$ cat src/rtl/arb_consts.svh
// Named constants for the backplane serial arbitration block.
// Assumes inclusion by bare name from the package and design files.
`ifndef ARB_CONSTS_SVH
`define ARB_CONSTS_SVH
// Reference period of mclk in ns; the documented rates are 98.304 MHz or 49.152 MHz.
`define REF_CLK_PERIOD_NS 10
// Cycles of mclk in one arbitration or transmit bit period.
`define BIT_CYCLES        4'h8
`define BIT_LAST          4'h7
// Number of arbitration bits and index of the last one.
`define ARB_BITS          4'hA
`define ARB_LAST          4'h9
// Reserved priority values and the all-ones node identity.
`define PRIO_FAIR         4'h0
`define PRIO_ONES         4'hF
`define PRIO_CLIP         4'hE
`define NODE_ONES         6'h3F
`define CODE_ZERO         10'h000
`define CNT_ZERO          4'h0
`define CNT_ONE           4'h1
// Edges the strap samplers need after a reset before their last stage holds the pins.
`define LOAD_SETTLE       2'h3
`define WAIT_ZERO         2'h0
`define WAIT_ONE          2'h1
`endif

$ cat src/rtl/arb_pkg.sv
// Types shared by the backplane arbitration design files.
// Assumes arb_consts.svh is on the include path.
package arb_pkg;
  `include "arb_consts.svh"

  typedef enum logic [1:0] {ST_IDLE, ST_ARB, ST_SEND} arb_state_type;

  typedef struct packed {
    logic [3:0] priority_code;
    logic [5:0] node_identity;
  } arb_code_type;

  typedef struct packed {
    arb_state_type state;
    logic [3:0]    tick_cnt;
    logic [3:0]    bit_cnt;
    logic [9:0]    shift_code;
    logic [9:0]    seen_code;
    logic          contending;
    logic          drive_bit;
    logic          won;
    logic          lost;
    logic          link_clk;
    logic          load_pending;
    logic [1:0]    load_wait;
    arb_code_type  own_code;
    arb_code_type  winner_code;
    arb_code_type  strap_s1;
    arb_code_type  strap_s2;
    arb_code_type  strap_s3;
    logic          line_s1;
    logic          line_s2;
    logic          line_s3;
    logic          line_stable;
  } arb_regs_type;

  typedef struct packed {
    logic data;
    logic strobe;
  } ds_regs_type;
endpackage

$ cat src/rtl/ds_encoder.sv
// Data-strobe line encoder for the packet phase after a won arbitration.
// Assumes bit_take is a one-cycle pulse at most once per bit period.
`timescale 1ns/1ps
`include "arb_consts.svh"
module ds_encoder (
  input  wire logic mclk,
  input  wire logic sys_rst,
  input  wire logic bit_take,
  input  wire logic bit_data,
  output logic      ds_data_out,
  output logic      ds_strobe_out
);
  arb_pkg::ds_regs_type ds_reg;
  arb_pkg::ds_regs_type ds_next;

  // --------------------------------------------------------------
  // Encoder
  // --------------------------------------------------------------
  // Exactly one line changes per bit, so neither line runs faster than half the bit rate.
  always_comb
  begin
    ds_next = ds_reg;
    if (bit_take)
    begin
      ds_next.data = bit_data;
      if (bit_data == ds_reg.data)
      begin
        ds_next.strobe = ~ds_reg.strobe;
      end
    end
  end

  // State register.
  always_ff @(posedge mclk)
  begin
    if (sys_rst)
    begin
      ds_reg <= '0;
    end
    else
    begin
      ds_reg <= ds_next;
    end
  end

  assign ds_data_out   = ds_reg.data;
  assign ds_strobe_out = ds_reg.strobe;
endmodule

$ cat src/rtl/backplane_serial_arbitration.sv
// Bit-serial backplane arbitration: priority then node number, read back per bit.
// Assumes a shared wired-OR line where a driven 1 dominates and released reads 0.
// Operation
// - While contending the node shifts out its priority and then its node number, one bit per bit period.
// - Each bit period the line is sampled and the node drops out when it differs from the driven bit.
// - A node that drives a 1 and reads it back stays, and a node driving 0 that reads 1 withdraws.
// - Bits go out from the priority MSB down to its LSB, followed directly by the node number MSB.
// - Priority zero marks fair arbitration and all ones is kept for the cycle start packet.
// - Hardware reset or a software hard reset reloads the 4-bit priority and 6-bit identity from the straps.
// - Software may rewrite both values after reset, and they hold until the next reset.
// - All timing derives from the local reference clock by internal division.
// - Packet bits leave on a data and strobe pair so each line toggles at most at half the bit rate.
// - The link-side clock is the reference divided by two and launches on its rising edge.
// - The winner's identity and priority are recorded and a robust bus reset sets both to all ones.
`timescale 1ns/1ps
`include "arb_consts.svh"
module backplane_serial_arbitration (
  input  wire logic                mclk,
  input  wire logic                sys_rst,
  input  wire logic                software_hard_reset_request,
  input  wire logic [3:0]          strap_priority_pins,
  input  wire logic [5:0]          strap_node_identity_pins,
  input  wire logic                sw_code_write,
  input  wire arb_pkg::arb_code_type sw_code,
  input  wire logic                arb_request,
  input  wire logic                cycle_start_request,
  input  wire logic                arb_opportunity,
  input  wire logic                robust_bus_reset,
  input  wire logic                arb_line_in,
  output logic                     arb_line_out,
  output logic                     arb_line_oe_n,
  input  wire logic                tx_bit_valid,
  input  wire logic                tx_bit_data,
  input  wire logic                tx_bit_last,
  output logic                     tx_bit_ready,
  output logic                     ds_data_out,
  output logic                     ds_strobe_out,
  output logic                     link_clk_out,
  output logic                     arb_won,
  output logic                     arb_lost,
  output logic                     arb_busy,
  output logic                     fair_mode,
  output arb_pkg::arb_code_type    own_code,
  output arb_pkg::arb_code_type    winner_code
);
  arb_pkg::arb_regs_type r_reg;
  arb_pkg::arb_regs_type r_next;
  logic                  tick_last;
  logic                  bit_take;
  logic [3:0]            start_prio;

  // --------------------------------------------------------------
  // Timing and handshake terms
  // --------------------------------------------------------------
  // The bit period is a fixed division of the reference clock.
  assign tick_last    = (r_reg.tick_cnt == `BIT_LAST);
  assign tx_bit_ready = (r_reg.state == arb_pkg::ST_SEND) && tick_last;
  assign bit_take     = tx_bit_ready && tx_bit_valid;

  // Normal traffic may not use the cycle start level, so it is clipped one below.
  always_comb
  begin
    if (cycle_start_request)
    begin
      start_prio = `PRIO_ONES;
    end
    else if (r_reg.own_code.priority_code == `PRIO_ONES)
    begin
      start_prio = `PRIO_CLIP;
    end
    else
    begin
      start_prio = r_reg.own_code.priority_code;
    end
  end

  // --------------------------------------------------------------
  // Next-state logic
  // --------------------------------------------------------------
  // One pass computes every register of the block.
  always_comb
  begin
    r_next          = r_reg;
    r_next.won      = 1'b0;
    r_next.lost     = 1'b0;
    r_next.link_clk = ~r_reg.link_clk;

    // Three-stage pin sampling; a change counts once stages two and three agree.
    r_next.line_s1 = arb_line_in;
    r_next.line_s2 = r_reg.line_s1;
    r_next.line_s3 = r_reg.line_s2;
    if (r_reg.line_s2 == r_reg.line_s3)
    begin
      r_next.line_stable = r_reg.line_s3;
    end
    r_next.strap_s1 = {strap_priority_pins, strap_node_identity_pins};
    r_next.strap_s2 = r_reg.strap_s1;
    r_next.strap_s3 = r_reg.strap_s2;

    // Straps are taken only after the samplers settle, never inside reset itself.
    // Reset clears the sampler stages, so their agreement means nothing until they have refilled.
    if (software_hard_reset_request)
    begin
      r_next.load_pending = 1'b1;
      r_next.load_wait    = `WAIT_ZERO;
    end
    else if (r_reg.load_pending && (r_reg.load_wait != `LOAD_SETTLE))
    begin
      r_next.load_wait = r_reg.load_wait + `WAIT_ONE;
    end
    else if (r_reg.load_pending && (r_reg.strap_s2 == r_reg.strap_s3))
    begin
      r_next.own_code     = r_reg.strap_s3;
      r_next.load_pending = 1'b0;
    end
    else if (sw_code_write && !r_reg.load_pending)
    begin
      r_next.own_code = sw_code;
    end

    if (r_reg.state == arb_pkg::ST_IDLE)
    begin
      r_next.tick_cnt = `CNT_ZERO;
    end
    else if (tick_last)
    begin
      r_next.tick_cnt = `CNT_ZERO;
    end
    else
    begin
      r_next.tick_cnt = r_reg.tick_cnt + `CNT_ONE;
    end

    case (r_reg.state)
      arb_pkg::ST_IDLE:
      begin
        if (arb_opportunity)
        begin
          r_next.state      = arb_pkg::ST_ARB;
          r_next.bit_cnt    = `CNT_ZERO;
          r_next.contending = arb_request;
          r_next.shift_code = {start_prio, r_reg.own_code.node_identity};
          r_next.drive_bit  = arb_request && start_prio[3];
          r_next.seen_code  = `CODE_ZERO;
        end
      end
      arb_pkg::ST_ARB:
      begin
        if (tick_last)
        begin
          r_next.seen_code = {r_reg.seen_code[8:0], r_reg.line_stable};
          r_next.bit_cnt   = r_reg.bit_cnt + `CNT_ONE;
          // Driving 0 and reading 1 means a higher code is on the line.
          if (r_reg.contending && (r_reg.line_stable != r_reg.drive_bit))
          begin
            r_next.contending = 1'b0;
            r_next.lost       = 1'b1;
          end
          r_next.shift_code = {r_reg.shift_code[8:0], 1'b0};
          r_next.drive_bit  = r_next.contending && r_reg.shift_code[8];
          if (r_reg.bit_cnt == `ARB_LAST)
          begin
            // The wired-OR line spells out the winner's code bit for bit.
            r_next.winner_code = {r_reg.seen_code[8:0], r_reg.line_stable};
            r_next.drive_bit   = 1'b0;
            if (r_next.contending)
            begin
              r_next.state = arb_pkg::ST_SEND;
              r_next.won   = 1'b1;
            end
            else
            begin
              r_next.state = arb_pkg::ST_IDLE;
            end
          end
        end
      end
      arb_pkg::ST_SEND:
      begin
        if (bit_take && tx_bit_last)
        begin
          r_next.state = arb_pkg::ST_IDLE;
        end
      end
      default:
      begin
        r_next.state = arb_pkg::ST_IDLE;
      end
    endcase

    // A bus reset landing with a win still leaves the winner fields at ones.
    if (robust_bus_reset)
    begin
      r_next.winner_code = {`PRIO_ONES, `NODE_ONES};
    end
  end

  // --------------------------------------------------------------
  // State register
  // --------------------------------------------------------------
  // Reset forces constants; the strap load follows once sampling settles.
  always_ff @(posedge mclk)
  begin
    if (sys_rst)
    begin
      r_reg              <= '0;
      r_reg.state        <= arb_pkg::ST_IDLE;
      r_reg.load_pending <= 1'b1;
      r_reg.winner_code  <= {`PRIO_ONES, `NODE_ONES};
    end
    else
    begin
      r_reg <= r_next;
    end
  end

  ds_encoder i_ds_encoder (
    .mclk          (mclk),
    .sys_rst       (sys_rst),
    .bit_take      (bit_take),
    .bit_data      (tx_bit_data),
    .ds_data_out   (ds_data_out),
    .ds_strobe_out (ds_strobe_out)
  );

  // Only a driven 1 enables the driver; a 0 is a released line.
  assign arb_line_out  = r_reg.drive_bit;
  assign arb_line_oe_n = ~r_reg.drive_bit;
  assign link_clk_out  = r_reg.link_clk;
  assign arb_won       = r_reg.won;
  assign arb_lost      = r_reg.lost;
  assign arb_busy      = (r_reg.state != arb_pkg::ST_IDLE);
  assign fair_mode     = (r_reg.own_code.priority_code == `PRIO_FAIR);
  assign own_code      = r_reg.own_code;
  assign winner_code   = r_reg.winner_code;
endmodule

$ cat config.mk
export PLATFORM = sky130hd
export DESIGN_NAME = backplane_serial_arbitration
export DESIGN_NICKNAME = d
export VERILOG_FILES = /design/src/rtl/arb_pkg.sv /design/src/rtl/ds_encoder.sv /design/src/rtl/backplane_serial_arbitration.sv
export VERILOG_INCLUDE_DIRS = /design/src /design/src/rtl
export SDC_FILE = /design/constraint.sdc
export NUM_CORES = 1
export LEC_CHECK = 0
export BUFFER_PORTS_ARGS = -buffer_cell sky130_fd_sc_hd__buf_4
export CORE_MARGIN = 4
export CORE_UTILIZATION = 38
export DETAILED_ROUTE_END_ITERATION = 16
export GPL_TIMING_DRIVEN = 1
export PLACE_DENSITY_LB_ADDON = 0.08
export SLEW_MARGIN = 10
export SYNTH_ARGS = -nofsm -noshare
export SYNTH_HDL_FRONTEND = slang
export SYNTH_SLANG_ARGS = --single-unit
$ cat constraint.sdc
create_clock -name mclk -period 1.9 [get_ports mclk]
set_input_delay 0.19 -clock mclk [delete_from_list [all_inputs] [get_ports mclk]]
set_output_delay 0.19 -clock mclk [all_outputs]
set_load 0.005 [all_outputs]
# Yosys cells after proc, flatten, opt, wreduce, memory -nomap -nowiden
# Cells that the tools add are included.
dict set report op_classes {
  n_addsub 3
  eq_ne 14
  bitwise_logic 8
  reduce_logical 26
  mux 19
}
# cell count
set op_table {}
lappend op_table {{26-bit one-hot mux with 2 select lines} 1}
lappend op_table {{28-bit 2-to-1 mux} 1}
lappend op_table {{26-bit 2-to-1 mux} 1}
lappend op_table {{10-bit 2-to-1 mux} 2}
lappend op_table {{2-bit 2-to-1 mux} 6}
lappend op_table {{10-bit == test} 1}
lappend op_table {{1-bit logical AND} 9}
lappend op_table {{3-bit AND reduction} 3}
lappend op_table {{4-bit by 1-bit adder with 4-bit output (second input constant)} 2}
lappend op_table {{4-bit == test (second input constant)} 2}
lappend op_table {{4-bit 2-to-1 mux} 2}
lappend op_table {{2-bit inequality test (second input constant)} 4}
lappend op_table {{1-bit NOT} 8}
lappend op_table {{2-bit one-hot mux with 3 select lines} 1}
lappend op_table {{2-bit nonzero test} 3}
lappend op_table {{3-bit OR reduction} 2}
lappend op_table {{1-bit 2-to-1 mux} 5}
lappend op_table {{4-bit by 3-bit == test with 1-bit output (second input constant)} 1}
lappend op_table {{4-bit zero test} 1}
lappend op_table {{2-bit AND reduction} 2}
lappend op_table {{4-bit AND reduction} 1}
lappend op_table {{2-bit OR reduction} 2}
lappend op_table {{4-bit OR reduction} 1}
lappend op_table {{2-bit by 1-bit adder with 2-bit output (second input constant)} 1}
lappend op_table {{other kinds (7)} 8}
dict set report word_totals {
  inputBits 32
  elab_cells 98
  regBits 92
}

# Depth between registers and ports, before layout
# Gate-level depths: netlist (run 1).
dict set report logic_depth {
  word_depth 9
  ltp_mapped 7
  ltp_nobuf 7
}

# Modules after synthesis
# From an unflattened synthesis (run 1), not the netlist that was laid out.
dict set report unflattened {
  hier_cells 365
  hier_area_um2 3545.9
}
# mod instances seq_area_each_um2 cells_each area_each_um2
set modules_own_cells {}
lappend modules_own_cells {backplane_serial_arbitration 1 1801.7 356 3459.6}
lappend modules_own_cells {ds_encoder 1 40.0 9 86.3}

# Least setup slack after synthesis (run 1)
# No wires, ideal clock.
dict set report synth_path {
  kind {reg2reg}
  startpoint {reg r_reg[8] in the netlist's numbering}
  endpoint {reg r_reg (netlist bit own_code[0])}
  t_required_ns 1.767
  path_buffers 1
  path_stages_with_launch 7
  setup_ns 0.133
  setup_slack_ns 0.178
  period_less_slack_ns 1.722
  t_arrival_ns 1.589
  cell_sequence {dfxtp_1 > xor2_1 > nor4_2 > or4b_1 > buf_6 > mux2i_1 > a21oi_1}
}
dict set report synth_between {
  elab_chain_cells 4
  elab_cells_between_ends 5
}
# item line
set synth_rtl {}
lappend synth_rtl {{start, declared} backplane_serial_arbitration.sv:46} ;# arb_pkg::arb_regs_type r_reg;
lappend synth_rtl {{start signal, assigned} backplane_serial_arbitration.sv:213} ;# r_reg <= r_next;
lappend synth_rtl {{10-bit == test (*)} backplane_serial_arbitration.sv:111} ;# else if (r_reg.load_pending && (r_reg.strap_s2 == r_reg.strap_s3))
lappend synth_rtl {{1-bit logical AND (*)} backplane_serial_arbitration.sv:111}
lappend synth_rtl {{2-bit nonzero test (no line)} n/a}
lappend synth_rtl {{3-bit AND reduction (no line)} n/a}
# Every way passes the cells marked *; elsewhere a longest branch is shown, timed or not.
# A chain may end at the register's enable or synchronous reset.

# Worst setup path after layout (run 1)
dict set report layout_path {
  startpoint {reg r_reg[9] in the netlist's numbering}
  endpoint {reg r_reg (netlist bit own_code[4])}
}
# The elaborated chain is that of the path after synthesis.

==> reports/metrics.cfg, run 1 <==
[sta]
setup_tns_ns = 0
min_period_ns = 1.850
rsz0062_at_grt = true
hold_viol_final = 0
worstMarginPinSlew_ns = 0.6592
finalSetupViolCount = 0
maxSlewViolCount = 0
max_freq_mhz = 540.4
period_share_pct = 97.39
max_slew_margin_pct = 55.89
finClkSkew_ns = 0.01689

[clock_network]
clkLatencyLatePin_ns = 0.35
cts.htree.levels = 3
root_buffer = clkbuf_8
clock_path_buffers = 2
path_clk_slew_ns = 0.11
clock-sinks = 92
cts_setup_buffers = 0
cts_tree = yes
cts_buffers = 9

[synthesis]
synth_top_cells_by_area = dfxtp_1 (51%), nor2b_1 (5.9%), nand2_1 (4.4%)
ys_seq_area_share_pct = 51.47
syn-num-nets = 420
syn_inst = 384
synth_top_area_share_pct = 51.47
synthesis.area_um2 = 3578
yosysWarningCount = 0
synthTopCellsByCount = dfxtp_1 (92), nand2_1 (42), nor2b_1 (34)
ys.flop_type = dfxtp_1
ys_seq_elements = 92
synth-edff-count = 0
async_reset_ff_share_pct = 0
yosysMostFrequentCell = dfxtp_1
avgSynthCellArea_um2 = 9.319
synth_area_leader_cell = dfxtp_1
yosysUniqueCellTypes = 42

[grt]
grt_use_total_pct = 14.06
antenna_found_initial = 0
grt_max_degree = 38
grt_pass1_vias = 2556
gr-total-overflow = 0
grt_pass1_wl_mm = 12.74

[critical_path]
crit_chain = xor2_1 > nor4_2 > or4b_1 > buf_6 > mux2i_1 > a21oi_1
cp_slowest_stage_delay_ns = 0.48
cp-start-kind = register
crit_arrival_ns = 2.09
cp-end-kind = register
cp.required_ns = 2.14
path_max_fanout = 10
critical-path-slowest-cell = or4b_1
path_class = register to register

[floorplan]
ioPinCount = 62
std_cell_rows = 35
initial_core_util_pct = 38.91
die_y_um = 105.0
coreArea_um2 = 9196
die_w_um = 105.0
dieArea_um2 = 11030

[routing]
antenna_left = 0
postRouteWirelength_mm = 7.515
drcViolationCount = 0
routedWlPerCell_um = 13.76
viasPerCell = 4.875
dr.pass1.iters = 4
initialDrtViolationCount = 134
num_vias = 2662

[placement]
port_buffers = 61
dpl.hpwl_mm = 5.516
globalplace.congestion = 0.8030

[pwr]
leakagePower_nw = 1.864
ir_worst_vdd_mv = 0.4700
powerDensity_nw_per_um2 = 877.6

[run_status]
status = completed

[job]
cap_violations = 0

[min_path]
hold_class = input port to register

[final_layout]
n_antenna_cell = 0
largest_reg_flops = 44
drive_gt1_share_pct = 21.38
post-route-util_pct = 46.64
syn_to_final_growth_pct = 19.86
layout.nets = 466

-- through the flow --
step           hold slack [ns]  power (mW)  area [µm²]  std cells  setup slack, ns
4_1_cts                0.01345       3.821        4283        546          0.02643
3_5_place_dp            0.4009       2.325        4054        530          0.04959
2_1_floorplan           0.2674       2.202        3578        384           0.1782
6_report               0.02228       3.764        4289        546          0.04966
5_1_grt               0.003165       3.942        4289        546         -0.03612
3_3_place_gp            0.4003       2.321        4054        530           0.1139
-- repair_timing --
| action | 4_1_cts | 5_1_grt |
|---|---|---|
| gates resized for setup | 0 | 2 |
| hold buffers | 0 | 0 |
| endpoints found under the setup margin | 0 | 5 |
-- where the power goes --
group / leakage (nW) / internal (mW) / switching (mW)
combinational: 0.996 / 0.145 / 0.135
sequential: 0.749 / 1.97 / 0.0269
clock: 0.118 / 0.767 / 0.718
total: 1.86 / 2.88 / 0.881
-- critical path, delay by kind of cell, from the launching register on --
| family | cells | cell delay (ns) |
|---|---|---|
| AO/OA/AOI/OAI | 1 | 0.10 |
| XOR/XNOR | 1 | 0.17 |
| buffers and inverters | 1 | 0.18 |
| flip-flops | 1 | 0.33 |
| multiplexers | 1 | 0.19 |
| AND/OR/NAND/NOR | 2 | 0.78 |
-- metal layers --
| layer | global-route usage, % | wire length [µm] | up-vias |
|---|---|---|---|
| li1 | - | - | 1376 |
| met1 | 20.27 | 3807 | 1223 |
| met2 | 20.71 | 3284 | 55 |
| met3 | 3.953 | 343 | 8 |
| met4 | 3.374 | 79 | 0 |
| met5 | 0 | 0 | - |
-- kinds of logic (layout without fill, tap and decap cells) --
family | Yosys count | after routing | share of synthesized area (%)
adders and majority gates | 4 | 4 | 1.399
buffers and inverters | 46 | 97 | 7.203
muxes | 12 | 12 | 3.357
and+or+nand+nor | 155 | 155 | 21.75
DFF | 92 | 92 | 51.47
AOI/OAI and AO/OA | 56 | 56 | 10.17
xor gates and xnor gates | 19 | 19 | 4.650
-- layout make-up --
class	count	area [µm²]
Fill cell	928	4907
Sequential cell	92	1842
Multi-Input combinational cell	246	1481
Timing Repair Buffer	74	571.8
Tap cell	111	138.9
Clock buffer	9	123.9
Clock inverter	7	105.1
Inverter	7	26.28
-- cell usage in the layout (no fill, tap or decap), types with 2 or more instances in the layout --
master     Yosys  layout
a22oi_1        9       9
nand3b_1       2       2
dfxtp_1       92      92
a31oi_1        9       9
mux2i_1       12      12
o31ai_1       10      10
inv_1          7       7
buf_4         20      72
ha_1           4       4
nor3_1         9       9
nor2_1        31      30
inv_6          0       2
nor2b_1       34      34
xnor2_1       11      11
nand2b_1       3       3
nand3_1       20      20
o21ai_0        4       4
inv_8          0       2
a21o_1         2       2
nand2_1       42      42
bufinv_16      0       2
nand4_1        2       2
xor2_1         8       8
clkbuf_8       0       9
a21oi_1       16      16
-- path summary, 6_finish.rpt --
check | start | end | slack [ns] | cells after the start
hold reg to reg | link_clk_out$_SDFF_PP0_ | link_clk_out$_SDFF_PP0_ | 0.42 | 1
setup / recovery | r_reg[9]$_SDFF_PP0_ | own_code[4]$_SDFFE_PP0P_ | 0.05 | 6
hold / removal | software_hard_reset_request | r_reg[54]$_SDFFE_PP0P_ | 0.02 | 2
setup reg to reg | r_reg[9]$_SDFF_PP0_ | own_code[4]$_SDFFE_PP0P_ | 0.05 | 6
No activity file was read; power rests on OpenSTA's default activity.
==> inputs of run 2 (changes only) <==
--- a/config.mk
+++ b/config.mk
@@ -9,8 +9,9 @@
 export BUFFER_PORTS_ARGS = -buffer_cell sky130_fd_sc_hd__buf_4
 export CORE_MARGIN = 4
 export CORE_UTILIZATION = 38
+export CTS_BUF_LIST = sky130_fd_sc_hd__clkbuf_16
+export CTS_CLUSTER_DIAMETER = 150
 export DETAILED_ROUTE_END_ITERATION = 16
-export GPL_TIMING_DRIVEN = 1
 export PLACE_DENSITY_LB_ADDON = 0.08
 export SLEW_MARGIN = 10
 export SYNTH_ARGS = -nofsm -noshare
==> reports/metrics.cfg, run 2 (same netlist as run 1, synthesis figures left out) <==
[pwr]
ir_worst_vdd_mv = 0.5511
leakagePower_nw = 1.910
powerDensity_nw_per_um2 = 966.2

[sta]
min_period_ns = 1.856
worstMarginPinSlew_ns = 0.6677
period_share_pct = 97.66
rsz0062_at_grt = true
max_freq_mhz = 538.9
max_slew_margin_pct = 55.32
finClkSkew_ns = 0.009501
hold_viol_final = 0
finalSetupViolCount = 0
maxSlewViolCount = 0
setup_tns_ns = 0

[critical_path]
cp-end-kind = register
cp-start-kind = register
critical-path-slowest-cell = or4b_1
cp_slowest_stage_delay_ns = 0.48
crit_arrival_ns = 2.08
path_max_fanout = 10
cp.required_ns = 2.12
path_class = register to register
crit_chain = xor2_1 > nor4_2 > or4b_1 > buf_6 > mux2i_1 > a21oi_1

[floorplan]
coreArea_um2 = 9196
std_cell_rows = 35
ioPinCount = 62
initial_core_util_pct = 38.91
die_w_um = 105.0
die_y_um = 105.0
dieArea_um2 = 11030

[run_status]
status = completed

[routing]
num_vias = 2694
viasPerCell = 4.934
dr.pass1.iters = 5
drcViolationCount = 0
postRouteWirelength_mm = 7.621
initialDrtViolationCount = 131
antenna_left = 0
routedWlPerCell_um = 13.96

[grt]
met2_usage_pct = 21.13
gr-total-overflow = 0
busiest_layer = met2
grt_use_total_pct = 14.24
grt_pass1_wl_mm = 12.89
grt_max_degree = 38
gr-usage-met1_pct = 20.34
grt_use_met3_pct = 3.027
grt_pass1_vias = 2577
antenna_found_initial = 0

[final_layout]
layout.nets = 466
fillers = 918
drive_gt1_share_pct = 21.15
syn_to_final_growth_pct = 22.62
layout_common_cells = dfxtp_1 (92), buf_4 (72), nand2_1 (42), nor2b_1 (34), nor2_1 (31)
largest_reg_flops = 44
final_common_cell = dfxtp_1
post-route-util_pct = 47.71
n_antenna_cell = 0

[placement]
dpl.hpwl_mm = 5.516
port_buffers = 61
globalplace.congestion = 0.8030

[job]
cap_violations = 0

[clock_network]
cts.htree.levels = 3
clkLatencyLatePin_ns = 0.34
cts_tree = yes
path_clk_slew_ns = 0.07
root_buffer = clkbuf_16
clock-sinks = 92
clock_path_buffers = 2
cts_buffers = 9

[min_path]
hold_class = input port to register

[run 2: cell counts in the layout (fill, tap and decap cells not counted)]
No cell type changed its count.
[run 2: final timing paths]
path	start	endpoint	slack, ns	depth (start not counted)
min reg2reg	link_clk_out$_SDFF_PP0_	link_clk_out$_SDFF_PP0_	0.42	1
max	r_reg[9]$_SDFF_PP0_	own_code[4]$_SDFFE_PP0P_	0.04	6
max reg2reg	r_reg[9]$_SDFF_PP0_	own_code[4]$_SDFFE_PP0P_	0.04	6
min	software_hard_reset_request	r_reg[54]$_SDFFE_PP0P_	0.04	2
[run 2: what timing repair did]
action                     CTS  global route
gates resized for setup      0             1
setup endpoints to repair    0             4
setup buffers                0             0
hold buffers                 0             0
[run 2: layer usage]
layer,up-vias,share of wire (%)
met5,-,0
met4,0,1.7
met3,12,4.2
met2,68,44
met1,1240,50
li1,1374,-
[run 2: final cells by class]
class                   count  area, µm²  share of cell area (%)
multi-input cells         246       1479                   33.70
clock buffers               9      225.2                   5.133
clock inverters             7      105.1                   2.395
flip-flops and latches     92       1842                   41.97
inverters                   7      26.28                  0.5988
well taps                 111      138.9                   3.165
repair buffers             74      571.8                   13.03
[run 2: worst max-delay path: cells and delay by family (launching register included)]
family | cells | cell delay, ns
AOI/OAI and AO/OA | 1 | 0.10
xor gates and xnor gates | 1 | 0.17
buffers and inverters | 1 | 0.18
DFF | 1 | 0.33
muxes | 1 | 0.19
and+or+nand+nor | 2 | 0.79
[run 2: where the power goes]
group / total [mW] / leakage, nW / internal (mW) / switching, mW
combinational: 0.281 / 0.996 / 0.145 / 0.136
clock: 1.96 / 0.164 / 1.18 / 0.782
sequential: 2.00 / 0.749 / 1.97 / 0.0270
total: 4.24 / 1.91 / 3.30 / 0.944
[run 2: through the flow]
| step | cells | power (mW) | cell area, µm² | worst slack (ns) | hold WS, ns |
|---|---|---|---|---|---|
| after floorplan | 384 | 2.202 | 3578 | 0.1782 | 0.2674 |
| after global placement | 530 | 2.321 | 4054 | 0.1139 | 0.4003 |
| after detailed placement | 530 | 2.325 | 4054 | 0.04959 | 0.4009 |
| after CTS | 546 | 4.294 | 4384 | 0.02824 | 0.04162 |
| after global routing | 546 | 4.411 | 4388 | -0.03851 | 0.04341 |
| final | 546 | 4.240 | 4388 | 0.04441 | 0.04437 |
==> inputs of run 3 (changes only) <==
--- a/config.mk
+++ b/config.mk
@@ -16,4 +16,5 @@
 export SLEW_MARGIN = 10
 export SYNTH_ARGS = -nofsm -noshare
 export SYNTH_HDL_FRONTEND = slang
+export SYNTH_HIERARCHICAL = 1
 export SYNTH_SLANG_ARGS = --single-unit
==> reports/metrics.cfg, run 3 <==
[run_status]
status = completed

[final_layout]
syn_to_final_growth_pct = 21.10
layout_common_cells = dfxtp_1 (92), buf_4 (72), nor2_1 (46), nor2b_1 (34), nand2_1 (27)
n_antenna_cell = 0
largest_reg_flops = 44
post-route-util_pct = 48.30
final_common_cell = dfxtp_1
drive_gt1_share_pct = 22.30
layout.nets = 448

[synthesis]
yosysWarningCount = 6
yosysMostFrequentCell = dfxtp_1
syn-num-nets = 401
synth_top_area_share_pct = 51.94
ys_seq_area_share_pct = 51.94
synth_top_cells_by_area = dfxtp_1 (52%), nor2b_1 (6.0%), nor2_1 (4.9%)
avgSynthCellArea_um2 = 9.715
synthTopCellsByCount = dfxtp_1 (92), nor2_1 (46), nor2b_1 (34)
yosysUniqueCellTypes = 46
ys_seq_elements = 92
ys.flop_type = dfxtp_1
synthesis.area_um2 = 3546
syn_inst = 365
synth_area_leader_cell = dfxtp_1
async_reset_ff_share_pct = 0
synth-edff-count = 0

[min_path]
hold_depth = 2
min_from = software_hard_reset_request
hold_class = input port to register

[floorplan]
die_y_um = 104.6
dieArea_um2 = 10940
die_w_um = 104.6
initial_core_util_pct = 39.88
ioPinCount = 62
std_cell_rows = 34
coreArea_um2 = 8891

[critical_path]
cp_num_cells = 4
crit_arrival_ns = 1.96
crit_buf_inv = 0
reg2reg_depth = 4
crit_path_start = r_reg[4]$_SDFF_PP0_
cp-end-kind = register
r2r_start = r_reg[4]$_SDFF_PP0_
cp_top_family = simple AND/OR/NAND/NOR gates
cp-start-kind = register
crit_chain = xnor2_1 > nand4_2 > or4_4 > o221a_1
path_max_fanout = 10
cp.required_ns = 2.11
path_class = register to register
cp_slowest_stage_delay_ns = 0.65
critical-path-slowest-cell = or4_4

[clock_network]
cts_resized = 0
clkLatencyLatePin_ns = 0.33
path_clk_slew_ns = 0.06
root_buffer = clkbuf_16
cts.htree.levels = 3
cts_tree = yes
clock-sinks = 92
cts_setup_buffers = 0
hold_buffers = 0
clock_path_buffers = 2
cts_buffers = 9

[pwr]
p_seq_share_pct = 50.4
p_comb_share_pct = 6.1
ir_worst_vdd_mv = 0.5652
p_int_mw = 3.114
switchingPower_mw = 0.8742
clkPwrFrac_pct = 43.6
p_total_mw = 3.988
leakagePower_nw = 1.766
switching_share_pct = 21.92
powerDensity_nw_per_um2 = 928.7

[routing]
drcViolationCount = 0
num_vias = 2555
initialDrtViolationCount = 70
viasPerCell = 4.867
antenna_left = 0
postRouteWirelength_mm = 7.271
dr.pass1.iters = 4
routedWlPerCell_um = 13.85

[sta]
hold_viol_final = 0
maxSlewViolCount = 0
max_slew_margin_pct = 58.77
period_share_pct = 91.81
min_period_ns = 1.744
finClkSkew_ns = 0.007197
finalSetupViolCount = 0
worstMarginPinSlew_ns = 0.6161
setup_tns_ns = 0
max_freq_mhz = 573.3
rsz0062_at_grt = false

[placement]
port_buffers = 61
globalplace.congestion = 0.7901
dpl.hpwl_mm = 5.188

[job]
cap_violations = 0

[grt]
grt_pass1_vias = 2468
grt_pass1_wl_mm = 12.16
grt_max_degree = 41
antenna_found_initial = 0
gr-total-overflow = 0
grt_use_total_pct = 13.68

==> run 3: cell count changes after synthesis, moves of 7 or more <==
cell / delta
mux2i_1: -10
o221a_1: +10
xor2_1: -7
nand2_1: -15
o31ai_1: -9
nor2_1: +15
==> run 3: area by class of cell <==
type	count	area (µm²)
fillers	874	4597
clock buffers	9	225.2
clock inverters	7	68.82
flip-flops and latches	92	1842
inverters	7	26.28
repair buffers	73	560.5
well taps	108	135.1
multi-input cells	229	1436
==> run 3: path summary, 6_finish.rpt <==
kind	endpoint	slack, ns
max	own_code[6]$_SDFFE_PP0P_	0.16
min	r_reg[54]$_SDFFE_PP0P_	0.06
max reg2reg	own_code[6]$_SDFFE_PP0P_	0.16
min reg2reg	link_clk_out$_SDFF_PP0_	0.41
==> run 3: through the flow <==
step | hold slack (ns) | cells | setup WS [ns] | instance area [µm²]
finish | 0.05572 | 525 | 0.1557 | 4294
global route | 0.06085 | 525 | 0.04941 | 4294
CTS | 0.05272 | 525 | 0.1324 | 4294
floorplan | 0.2624 | 365 | 0.2300 | 3546
detailed placement | 0.3973 | 509 | 0.1562 | 4000
global placement | 0.3950 | 509 | 0.1772 | 4000
==> run 3: cells by family (layout without fill, tap and decap cells) <==
kind of cell / after synthesis / count (layout) / synth area share (%)
XOR/XNOR: 16 / 16 / 3.952
AND/OR/NAND/NOR: 152 / 152 / 21.91
multiplexers: 2 / 2 / 0.5646
flip-flops: 92 / 92 / 51.94
adder cells (fa/ha/maj): 4 / 4 / 1.411
buffers and inverters: 44 / 96 / 7.551
AO/OA/AOI/OAI: 55 / 55 / 12.67
==> run 3: routing by layer <==
metal	part of all wire (%)	track usage (%)	vias up
met5	0	0	-
met4	1.3	5.155	0
met3	3.9	3.144	7
li1	-	-	1320
met2	47	22.28	47
met1	48	17.76	1181
==> run 3: power groups by stage <==
stage | registers, mW | logic [mW] | clock network (mW)
after CTS | 2.01 | 0.246 | 1.78
final | 2.01 | 0.242 | 1.74
after global placement | 2.05 | 0.243 | 0
after floorplan | 2.04 | 0.150 | 0
after global routing | 2.01 | 0.274 | 1.88
after detailed placement | 2.05 | 0.244 | 0
